`config.mk`:
```
export PLATFORM = sky130hd
export DESIGN_NAME = branch_bit_op_execute
export DESIGN_NICKNAME = d
export VERILOG_FILES = /design/src/pkg/bitop_pkg.sv /design/src/hw/bitop_addr_gen.sv /design/src/hw/branch_bit_op_execute.sv
export SDC_FILE = /design/constraint.sdc
export NUM_CORES = 1
export LEC_CHECK = 0
export BUFFER_PORTS_ARGS = -buffer_cell sky130_fd_sc_hd__buf_2
export CAP_MARGIN = 20
export CORE_MARGIN = 2
export CORE_UTILIZATION = 45
export DETAILED_ROUTE_END_ITERATION = 8
export HOLD_SLACK_MARGIN = 0.1
export MAX_ROUTING_LAYER = met4
export PLACE_DENSITY = 0.68
export SLEW_MARGIN = 20
export SYNTH_ARGS = -nofsm -noshare
export SYNTH_HDL_FRONTEND = slang
export SYNTH_SLANG_ARGS = --single-unit
```
`constraint.sdc`:
```
create_clock -name sys_clk_i -period 10.3 [get_ports sys_clk_i]
set_input_delay 3.09 -clock sys_clk_i [delete_from_list [all_inputs] [get_ports sys_clk_i]]
set_output_delay 3.09 -clock sys_clk_i [all_outputs]
set_load 0.01 [all_outputs]
```
`src/pkg/bitop_pkg.sv`:
```
// Purpose: Constants for the branch and bit-operation execute block
// Assumes: 16-bit instruction words, 21-bit byte program counter
// Notes: Opcode values sit in the upper bits of the instruction word
package bitop_pkg;
  localparam int PC_W = 21;
  localparam int FADDR_W = 12;
  // Upper byte of conditional branches
  localparam logic [7:0] OP_BR_ZERO_CLEAR = 8'h00_E1;
  localparam logic [7:0] OP_BR_OVF_SET = 8'h00_E4;
  // Upper five bits of the always-taken jump
  localparam logic [4:0] OP_JUMP_ALWAYS = 5'h0_1A;
  // Upper nibble of bit operations
  localparam logic [3:0] OP_BIT_SET = 4'h8;
  localparam logic [3:0] OP_BIT_INVERT = 4'h7;
  localparam logic [3:0] OP_SKIP_LOW = 4'hB;
  localparam logic [3:0] OP_SKIP_HIGH = 4'hA;
  // Field positions
  localparam int BIT_SEL_LSB = 9;
  localparam int ABIT_POS = 8;
  // Access bank split and literal-offset ceiling
  localparam logic [7:0] ACCESS_LOW_MAX = 8'h5F;
  localparam logic [3:0] ACCESS_HIGH_BANK = 4'hF;
  // Fixed advance of the counter past the current word
  localparam logic [PC_W-1:0] PC_STEP = 21'h00_0002;
  localparam logic [PC_W-1:0] PC_RESET = 21'h00_0000;
  localparam int QPHASES = 4;
  typedef enum logic [1:0] {
    Q1 = 2'b00,
    Q2 = 2'b01,
    Q3 = 2'b10,
    Q4 = 2'b11
  } qphase_t;
endpackage : bitop_pkg

```
`src/hw/bitop_addr_gen.sv`:
```
// Purpose: File operand address generator for bit operations
// Assumes: Index register supplied by the core
// Notes: Purely combinational
module bitop_addr_gen #(
  parameter int FADDR_W = 12
) (
  input wire logic [7:0] f_i,
  input wire logic a_i,
  input wire logic ext_en_i,
  input wire logic [3:0] bank_sel_i,
  input wire logic [FADDR_W-1:0] index_i,
  output logic [FADDR_W-1:0] addr_o
);
  wire logic use_literal_off;
  wire logic [FADDR_W-1:0] access_addr;
  wire logic [FADDR_W-1:0] bank_addr;
  wire logic [FADDR_W-1:0] lit_addr;
  // Literal offset only below the split point
  assign use_literal_off = !a_i && ext_en_i && (f_i <= bitop_pkg::ACCESS_LOW_MAX);
  assign access_addr = (f_i <= bitop_pkg::ACCESS_LOW_MAX) ?
    {4'h0, f_i} : {bitop_pkg::ACCESS_HIGH_BANK, f_i};
  assign bank_addr = {bank_sel_i, f_i};
  assign lit_addr = index_i + {4'h0, f_i};
  assign addr_o = use_literal_off ? lit_addr : (a_i ? bank_addr : access_addr);
endmodule : bitop_addr_gen

```
`src/hw/branch_bit_op_execute.sv`:
```
// Purpose: Execute branches, bit set/invert and bit-test-skip in Q phases
// Assumes: Prefetched word arrives with instr_valid_i; file data read in Q2
// Notes: Flags are inputs from the status logic and are never written here
// How it works
// - Zero-clear branch jumps only when zero flag clear
// - Overflow branch jumps only when overflow set
// - Target is PC plus two plus twice offset
// - Not taken one cycle, taken adds idle cycle
// - Skip when tested bit matches low/high variant
// - Skip flushes prefetch, runs idle cycle instead
// - Invert selects bit, writes back, flags untouched
// - a=0 access bank, a=1 bank select register
// - Extended set, a=0, f<=5Fh uses literal offset
module branch_bit_op_execute #(
  parameter int PC_W = bitop_pkg::PC_W,
  parameter int FADDR_W = bitop_pkg::FADDR_W
) (
  input wire logic sys_clk_i,
  input wire logic rst_i,
  input wire logic [15:0] instr_i,
  input wire logic instr_valid_i,
  input wire logic zero_flag_i,
  input wire logic ovf_flag_i,
  input wire logic ext_en_i,
  input wire logic [3:0] bank_sel_i,
  input wire logic [FADDR_W-1:0] index_i,
  input wire logic [7:0] file_rdata_i,
  output logic [PC_W-1:0] pc_o,
  output logic [1:0] qphase_o,
  output logic [FADDR_W-1:0] file_addr_o,
  output logic file_rd_o,
  output logic [7:0] file_wdata_o,
  output logic file_we_o,
  output logic flush_o,
  output logic idle_o
);
  bitop_pkg::qphase_t q_q, q_d;
  logic [PC_W-1:0] pc_q, pc_d;
  logic [15:0] ir_q, ir_d;
  logic idle_q, idle_d;
  logic flush_q, flush_d;
  logic [FADDR_W-1:0] faddr_q;
  logic rd_q, we_q;
  logic [7:0] wdata_q;
  logic [7:0] rdat_q;

  function automatic logic [PC_W-1:0] rel_target(input logic [PC_W-1:0] pc,
                                                 input logic [PC_W-1:0] off_sx);
    // Counter already holds branch address plus two, so only twice the offset is added
    rel_target = pc + {off_sx[PC_W-2:0], 1'b0};
  endfunction : rel_target

  wire logic is_bnz = ir_q[15:8] == bitop_pkg::OP_BR_ZERO_CLEAR;
  wire logic is_bov = ir_q[15:8] == bitop_pkg::OP_BR_OVF_SET;
  wire logic is_jmp = ir_q[15:11] == bitop_pkg::OP_JUMP_ALWAYS;
  wire logic is_set = ir_q[15:12] == bitop_pkg::OP_BIT_SET;
  wire logic is_inv = ir_q[15:12] == bitop_pkg::OP_BIT_INVERT;
  wire logic is_skl = ir_q[15:12] == bitop_pkg::OP_SKIP_LOW;
  wire logic is_skh = ir_q[15:12] == bitop_pkg::OP_SKIP_HIGH;
  wire logic is_fileop = is_set || is_inv || is_skl || is_skh;
  wire logic [2:0] bsel = ir_q[bitop_pkg::BIT_SEL_LSB +: 3];
  wire logic [7:0] bmask = 8'h01 << bsel;
  wire logic tested_bit = |(rdat_q & bmask);
  wire logic [PC_W-1:0] off8_sx = {{(PC_W-8){ir_q[7]}}, ir_q[7:0]};
  wire logic [PC_W-1:0] off11_sx = {{(PC_W-11){ir_q[10]}}, ir_q[10:0]};
  wire logic take_bnz = is_bnz && !zero_flag_i;
  wire logic take_bov = is_bov && ovf_flag_i;
  wire logic take_br = take_bnz || take_bov || is_jmp;
  wire logic do_skip = (is_skl && !tested_bit) || (is_skh && tested_bit);
  wire logic [PC_W-1:0] br_target = is_jmp ? rel_target(pc_q, off11_sx) :
                                             rel_target(pc_q, off8_sx);
  wire logic [7:0] mod_data = is_set ? (rdat_q | bmask) : (rdat_q ^ bmask);
  wire logic [FADDR_W-1:0] faddr_next;
  wire logic busy_cycle = !idle_q && instr_valid_i;
  wire logic end_cycle = q_q == bitop_pkg::Q4;

  bitop_addr_gen #(
    .FADDR_W(FADDR_W)
  ) u_addr (
    .f_i(ir_q[7:0]),
    .a_i(ir_q[bitop_pkg::ABIT_POS]),
    .ext_en_i(ext_en_i),
    .bank_sel_i(bank_sel_i),
    .index_i(index_i),
    .addr_o(faddr_next)
  );

  assign q_d = bitop_pkg::qphase_t'(q_q + 2'd1);
  // Instruction latched at cycle end; flushed word replaced by idle
  assign ir_d = end_cycle ? instr_i : ir_q;
  assign idle_d = end_cycle ? ((busy_cycle && (take_br || do_skip)) || !instr_valid_i) :
                  idle_q;
  assign flush_d = end_cycle && busy_cycle && (take_br || do_skip);
  // Counter steps at every cycle end (Q4); taken branch overrides with target
  assign pc_d = !end_cycle ? pc_q :
                (busy_cycle && take_br) ? br_target : pc_q + bitop_pkg::PC_STEP;

  always_ff @(posedge sys_clk_i) begin
    if (rst_i) begin
      q_q <= bitop_pkg::Q1;
      pc_q <= bitop_pkg::PC_RESET;
      ir_q <= 16'h0000;
      idle_q <= 1'b1;
      flush_q <= 1'b0;
    end else begin
      q_q <= q_d;
      pc_q <= pc_d;
      ir_q <= ir_d;
      idle_q <= idle_d;
      flush_q <= flush_d;
    end
  end

  // Read in Q2, modify in Q3, write in Q4; status flags are never driven
  always_ff @(posedge sys_clk_i) begin
    if (rst_i) begin
      faddr_q <= '0;
      rd_q <= 1'b0;
      we_q <= 1'b0;
      wdata_q <= 8'h00;
      rdat_q <= 8'h00;
    end else begin
      faddr_q <= faddr_next;
      rd_q <= busy_cycle && is_fileop && (q_q == bitop_pkg::Q1);
      if (rd_q) begin
        rdat_q <= file_rdata_i;
      end
      we_q <= busy_cycle && (is_set || is_inv) && (q_q == bitop_pkg::Q3);
      wdata_q <= mod_data;
    end
  end

  assign pc_o = pc_q;
  assign qphase_o = q_q;
  assign file_addr_o = faddr_q;
  assign file_rd_o = rd_q;
  assign file_wdata_o = wdata_q;
  assign file_we_o = we_q;
  assign flush_o = flush_q;
  assign idle_o = idle_q;
endmodule : branch_bit_op_execute

```
==> results of run 1 <==
[kinds of logic (layout without fill, tap and decap cells)]
| group | Yosys count | count (layout) | synth area share [%] |
|---|---|---|---|
| simple gates | 183 | 183 | 21.65 |
| compound gates | 95 | 95 | 14.04 |
| flops | 70 | 70 | 31.77 |
| buf+inv | 57 | 141 | 5.759 |
| fa+ha+maj | 48 | 48 | 13.96 |
| mux | 39 | 39 | 8.964 |
| xor+xnor | 19 | 19 | 3.773 |
| other cells | 1 | 2 | 0.08502 |
[flip-flops by register name, indices dropped and copies added, names as in the netlist]
signal        cells
qphase_o          2
ir_q             16
idle_o            1
file_we_o         1
file_wdata_o      8
flush_o           1
pc_o             20
file_addr_o      12
file_rd_o         1
rdat_q            8
[cell type report]
cell class / count / area, µm²
fillers: 958 / 4499
multi-input cells: 385 / 2758
flip-flops and latches: 70 / 1401
repair buffers: 93 / 470.5
well taps: 133 / 166.4
clock buffers: 10 / 127.6
inverters: 32 / 120.1
clock inverters: 6 / 93.84
diodes: 1 / 2.502
[worst min path at each step]
stage	end	slack (ns)	depth (start not counted)
after floorplan	qphase_o[0]	0.45	1
after global placement	qphase_o[0]	0.43	1
after detailed placement	qphase_o[0]	0.46	1
after CTS	qphase_o[0]	0.48	1
after global routing	qphase_o[0]	0.50	1
final	qphase_o[0]	0.47	1
[where the power goes]
group | switching, W | internal (W) | total, W
Sequential | 0.00000566 | 0.000278 | 0.000284
Clock | 0.000113 | 0.000139 | 0.000252
Combinational | 0.0000327 | 0.0000270 | 0.0000597
[through the flow]
stage          cell area (µm²)  setup WS, ns  std cells  hold slack, ns
2_1_floorplan             4410         3.941        512          0.4547
3_3_place_gp              4916         3.678        713          0.4306
3_5_place_dp              4916         3.605        713          0.4565
4_1_cts                   5137         3.934        729          0.4771
5_1_grt                   5140         3.533        730          0.5003
6_report                  5140         3.907        730          0.4720
[routing by layer]
layer  vias up  global-route usage (%)
li1       1943                       -
met1      1714                   26.04
met2        81                   31.02
met3        13                   3.729
met4         0                   7.591
met5         -                       -
[Yosys cell counts, types with 4 or more instances]
master / instances / area (µm²)
inv_1: 32 / 120.1
nand4b_1: 6 / 52.55
nand3_1: 7 / 35.03
clkbuf_1: 17 / 63.81
xnor2_1: 10 / 87.58
nor2b_1: 12 / 75.07
mux2i_1: 38 / 380.4
nand3b_1: 6 / 45.04
nand2b_1: 7 / 43.79
o21ai_0: 19 / 95.09
a21o_1: 7 / 52.55
or2_2: 4 / 25.02
nor3b_1: 4 / 30.03
o21a_1: 4 / 30.03
nand2_1: 23 / 86.33
and2_1: 9 / 56.30
and3_1: 4 / 25.02
nor2_1: 75 / 281.5
dfxtp_1: 70 / 1401
a21oi_1: 32 / 160.2
ha_1: 46 / 575.6
or3_1: 4 / 25.02
nor3_1: 4 / 20.02
xor2_1: 9 / 78.83
==> impl_metrics.json, run 1 <==
{
  "status": "finished, final reports clean",
  "syn_to_final_growth_pct": 16.54,
  "vias": 3751,
  "routed.top_layer": "met4",
  "yosysWarnings": 0,
  "cts_buffers": 9,
  "slew_headroom_pct": 50.18,
  "ctsHoldBuffers": 0,
  "utilization_pct": 53.32,
  "async_flop_share_pct": 0,
  "root_buffer": "clkbuf_8",
  "worst-path-stages": 14,
  "grt_max_degree": 77,
  "power_leakage_nw": 2.409,
  "clk_latency_ns": 0.35,
  "setup_viol": 0,
  "hold_viol": 0,
  "grt_pass1_vias": 3488,
  "critPathMaxFanout": 11,
  "fmax_mhz": 156.4,
  "path_delay_family": "compound AO/OA/AOI/OAI gates",
  "clk_path_buf_depth": 2,
  "ir_drop_v": 0.00006741,
  "drive_gt1_share_pct": 21.14,
  "wl_met1_um": 4687,
  "cp-start-kind": "input pin",
  "ios": 93,
  "layout_min_cycle_time_ns": 6.393,
  "die_w_um": 103,
  "worst_pin_slew_ns": 0.7473,
  "p_total_w": 0.0005954,
  "max_stage_delay_ns": 0.45,
  "drt_iter0_markers": 130,
  "mostFrequentLayoutCell": "buf_2",
  "ys_seq_area_share_pct": 31.77,
  "start_util_pct": 45.76,
  "postCtsSetupRepairBufs": 0,
  "grt_pass1_wl_um": 16280,
  "max-cap-violations": 0,
  "cts_resized": 0,
  "die-area_mm2": 0.01061,
  "crit_end": "pc_o[19]",
  "syn_area_mm2": 0.004410,
  "tritoncts": "done",
  "r2r_start": "ir_q[10]",
  "clock-sinks": 70,
  "nets": 685,
  "synth_edf_count": 0,
  "ant_nets": 0,
  "port_buffers": 91,
  "rsz0062_at_grt": "no",
  "cp-end-kind": "flop",
  "critPathLaunch": "zero_flag_i",
  "cts_htree_levels": 3,
  "fin_skew_ns": 0.01227,
  "setup_tns_ns": 0,
  "ys_seq_elements": 70,
  "hpwl_um": 7421,
  "path_cells": "buf_2 -> or3b_4 -> a2111oi_4 -> o21a_1 -> nand2b_1 -> ha_1 -> fa_1 -> a21oi_1 -> o211ai_1 -> a221oi_2 -> o21ai_1 -> a311oi_1 -> or4b_2 -> o311ai_0",
  "cp.required_ns": 10.49,
  "cp.buffers_inverters": 1,
  "finalCritPeriodShare_pct": 62.07,
  "crit_type": "input pin to flop",
  "path_clk_slew_ns": 0.08,
  "place_congestion": 0.9733,
  "maxSlewViolCount": 0,
  "wl_met2_um": 4616,
  "wl_um": 9913,
  "reg2reg_to": "pc_o[19]",
  "hp-class": "flop to flop",
  "drc": 0,
  "grt.overflow.total": 0,
  "crit_slowest_cell": "a221oi_2",
  "regToRegSetupSlack_ns": 6.26,
  "drt-vias-per-instance": 5.138,
  "worstHoldStart": "qphase_o[0]",
  "reg2regPathDepth": 13,
  "synth_nets": 606,
  "grt_usage_pct": 20.05,
  "drt-pass1-iter-count": 4,
  "synthCells": 512,
  "ys_types": 60,
  "antenna_found_initial": 1,
  "routedWlPerCell_um": 13.58,
  "arrival_ns": 6.59,
  "yosys_most_used_dff": "dfxtp_1",
  "core_mm2": 0.009639,
  "core.rowCount": 36,
  "die_y_um": 103,
  "layout_common_cells": "buf_2, nor2_1, dfxtp_1, ha_1, mux2i_1",
  "syn_area_per_cell_um2": 8.614,
  "dr_wl_met3_um": 441,
  "pwr_density_cell_mw_per_mm2": 115.8
}
Power figures use the tool's default switching activity.
==> run 2, diff against run 1 <==
--- a/config.mk
+++ b/config.mk
@@ -12,7 +12,7 @@
 export DETAILED_ROUTE_END_ITERATION = 8
 export HOLD_SLACK_MARGIN = 0.1
 export MAX_ROUTING_LAYER = met4
-export PLACE_DENSITY = 0.68
+export PLACE_DENSITY = 0.7
 export SLEW_MARGIN = 20
 export SYNTH_ARGS = -nofsm -noshare
 export SYNTH_HDL_FRONTEND = slang
==> constraint.sdc (replaced) <==
create_clock -name sys_clk_i -period 5.6 [get_ports sys_clk_i]
set_input_delay 1.68 -clock sys_clk_i [delete_from_list [all_inputs] [get_ports sys_clk_i]]
set_output_delay 1.68 -clock sys_clk_i [all_outputs]
set_load 0.01 [all_outputs]
==> run 2 against run 1 <==
Net effect: critical path depth stayed put; utilization is 0.35 points lower; via count is 0.93% higher; highest routed layer unchanged; global-route usage is 0.12 points higher; final cell count stayed put; clock skew is 0.0024 ns lower; cell area is 0.66% lower; largest cell class unchanged; flip-flop and latch count stayed put; setup slack worse by 3.1 ns.
==> impl_metrics.json, run 2 (synthesis gave the netlist of run 1 again) <==
{
  "core.rowCount": 36,
  "slew_headroom_pct": 55.43,
  "hold_viol": 0,
  "arrival_ns": 5.02,
  "drc": 0,
  "r2r_start": "ir_q[8]",
  "routedWlPerCell_um": 13.66,
  "grt_usage_pct": 20.17,
  "crit_type": "input pin to flop",
  "holdPathEnd": "qphase_o[0]",
  "p_total_w": 0.001015,
  "ctsHoldBuffers": 0,
  "max_stage_delay_ns": 0.43,
  "grt_pass1_wl_um": 16440,
  "finalCritPeriodShare_pct": 86.15,
  "clock-sinks": 70,
  "drive_gt1_share_pct": 21.44,
  "cts_htree_levels": 3,
  "layout_min_cycle_time_ns": 4.824,
  "hpwl_um": 7558,
  "path_clk_slew_ns": 0.08,
  "path_delay_family": "compound AO/OA/AOI/OAI gates",
  "syn_to_final_growth_pct": 15.77,
  "postCtsSetupRepairBufs": 0,
  "cp.buffers_inverters": 1,
  "clk_path_buf_depth": 2,
  "place_congestion": 0.9762,
  "worst_pin_slew_ns": 0.6686,
  "start_util_pct": 45.76,
  "cp-start-kind": "input pin",
  "hp-class": "flop to flop",
  "die_w_um": 103,
  "largest_reg_flops": 20,
  "cts_buffers": 9,
  "layout_common_cells": "buf_2, nor2_1, dfxtp_1, ha_1, mux2i_1",
  "pwr_density_cell_mw_per_mm2": 198.8,
  "nets": 686,
  "regToRegSetupSlack_ns": 1.72,
  "setup_tns_ns": 0,
  "reg2reg_to": "pc_o[19]",
  "drt_iter0_markers": 118,
  "worstHoldStart": "qphase_o[0]",
  "cp.required_ns": 5.80,
  "mostFrequentLayoutCell": "buf_2",
  "reg2regPathDepth": 13,
  "cp-end-kind": "flop",
  "ant_nets": 0,
  "fin_skew_ns": 0.009831,
  "fmax_mhz": 207.3,
  "setup_viol": 0,
  "grt_max_degree": 55,
  "rsz0062_at_grt": "no",
  "place_area_mm2": 0.004923,
  "fillCellCount": 946,
  "path_cells": "buf_2 -> or3b_4 -> a2111oi_4 -> o21a_1 -> nand2b_1 -> ha_1 -> fa_1 -> a21oi_1 -> o211ai_1 -> a221oi_2 -> o21ai_1 -> a311oi_1 -> or4b_2 -> o311ai_0",
  "drt-vias-per-instance": 5.186,
  "crit_slowest_cell": "a221oi_2",
  "grt_pass1_vias": 3554,
  "max-cap-violations": 0,
  "vias": 3786,
  "grt.overflow.total": 0,
  "root_buffer": "clkbuf_8",
  "critPathMaxFanout": 4,
  "maxSlewViolCount": 0,
  "cts_resized": 0,
  "wl_um": 9969,
  "status": "finished, final reports clean",
  "power_leakage_nw": 2.391,
  "core_mm2": 0.009639,
  "hold_depth": 1,
  "clk_latency_ns": 0.35,
  "antenna_found_initial": 0,
  "utilization_pct": 52.97,
  "port_buffers": 91,
  "antenna_cells": 0,
  "drt-pass1-iter-count": 4,
  "die_y_um": 103,
  "tritoncts": "done",
  "ir_drop_v": 0.0001250,
  "stdcell_area_mm2": 0.005106,
  "ios": 93,
  "die-area_mm2": 0.01061
}
run 2: worst max-delay path by stage:
stage | startpoint | end | slack, ns | cells after the start
3_5_place_dp | zero_flag_i | pc_o[19] | 0.47 | 14
2_1_floorplan | zero_flag_i | pc_o[19] | 0.65 | 14
5_1_grt | zero_flag_i | pc_o[19] | 0.47 | 14
3_3_place_gp | zero_flag_i | pc_o[19] | 0.56 | 14
4_1_cts | zero_flag_i | pc_o[19] | 0.82 | 14
6_report | zero_flag_i | pc_o[19] | 0.78 | 14
run 2: layout make-up:
type | instances | area [µm²] | share of cell area (%)
clock inverters | 6 | 45.04 | 0.8821
multi-input cells | 385 | 2758 | 54.01
repair buffers | 94 | 478.0 | 9.360
clock buffers | 10 | 137.6 | 2.695
flip-flops and latches | 70 | 1401 | 27.44
inverters | 32 | 120.1 | 2.352
well taps | 133 | 166.4 | 3.259
run 2: metrics by stage:
stage / setup slack [ns] / cells / hold WS, ns
finish: 0.7756 / 730 / 0.4621
global route: 0.4671 / 730 / 0.4959
CTS: 0.8168 / 730 / 0.4730
detailed placement: 0.4691 / 714 / 0.4527
global placement: 0.5558 / 714 / 0.4301
floorplan: 0.6507 / 512 / 0.4547
run 2: routing by layer:
metal	track usage, %	part of all wire (%)	up-vias
li1	-	-	1947
met1	25.61	48	1758
met2	31.97	47	76
met3	3.864	4.3	5
met4	7.389	0.82	0
met5	-	0	-
run 2: power by group:
part	internal (W)	switching, W	total, W
Combinational	0.0000496	0.0000601	0.000110
Clock	0.000174	0.000209	0.000383
Sequential	0.000511	0.0000107	0.000522
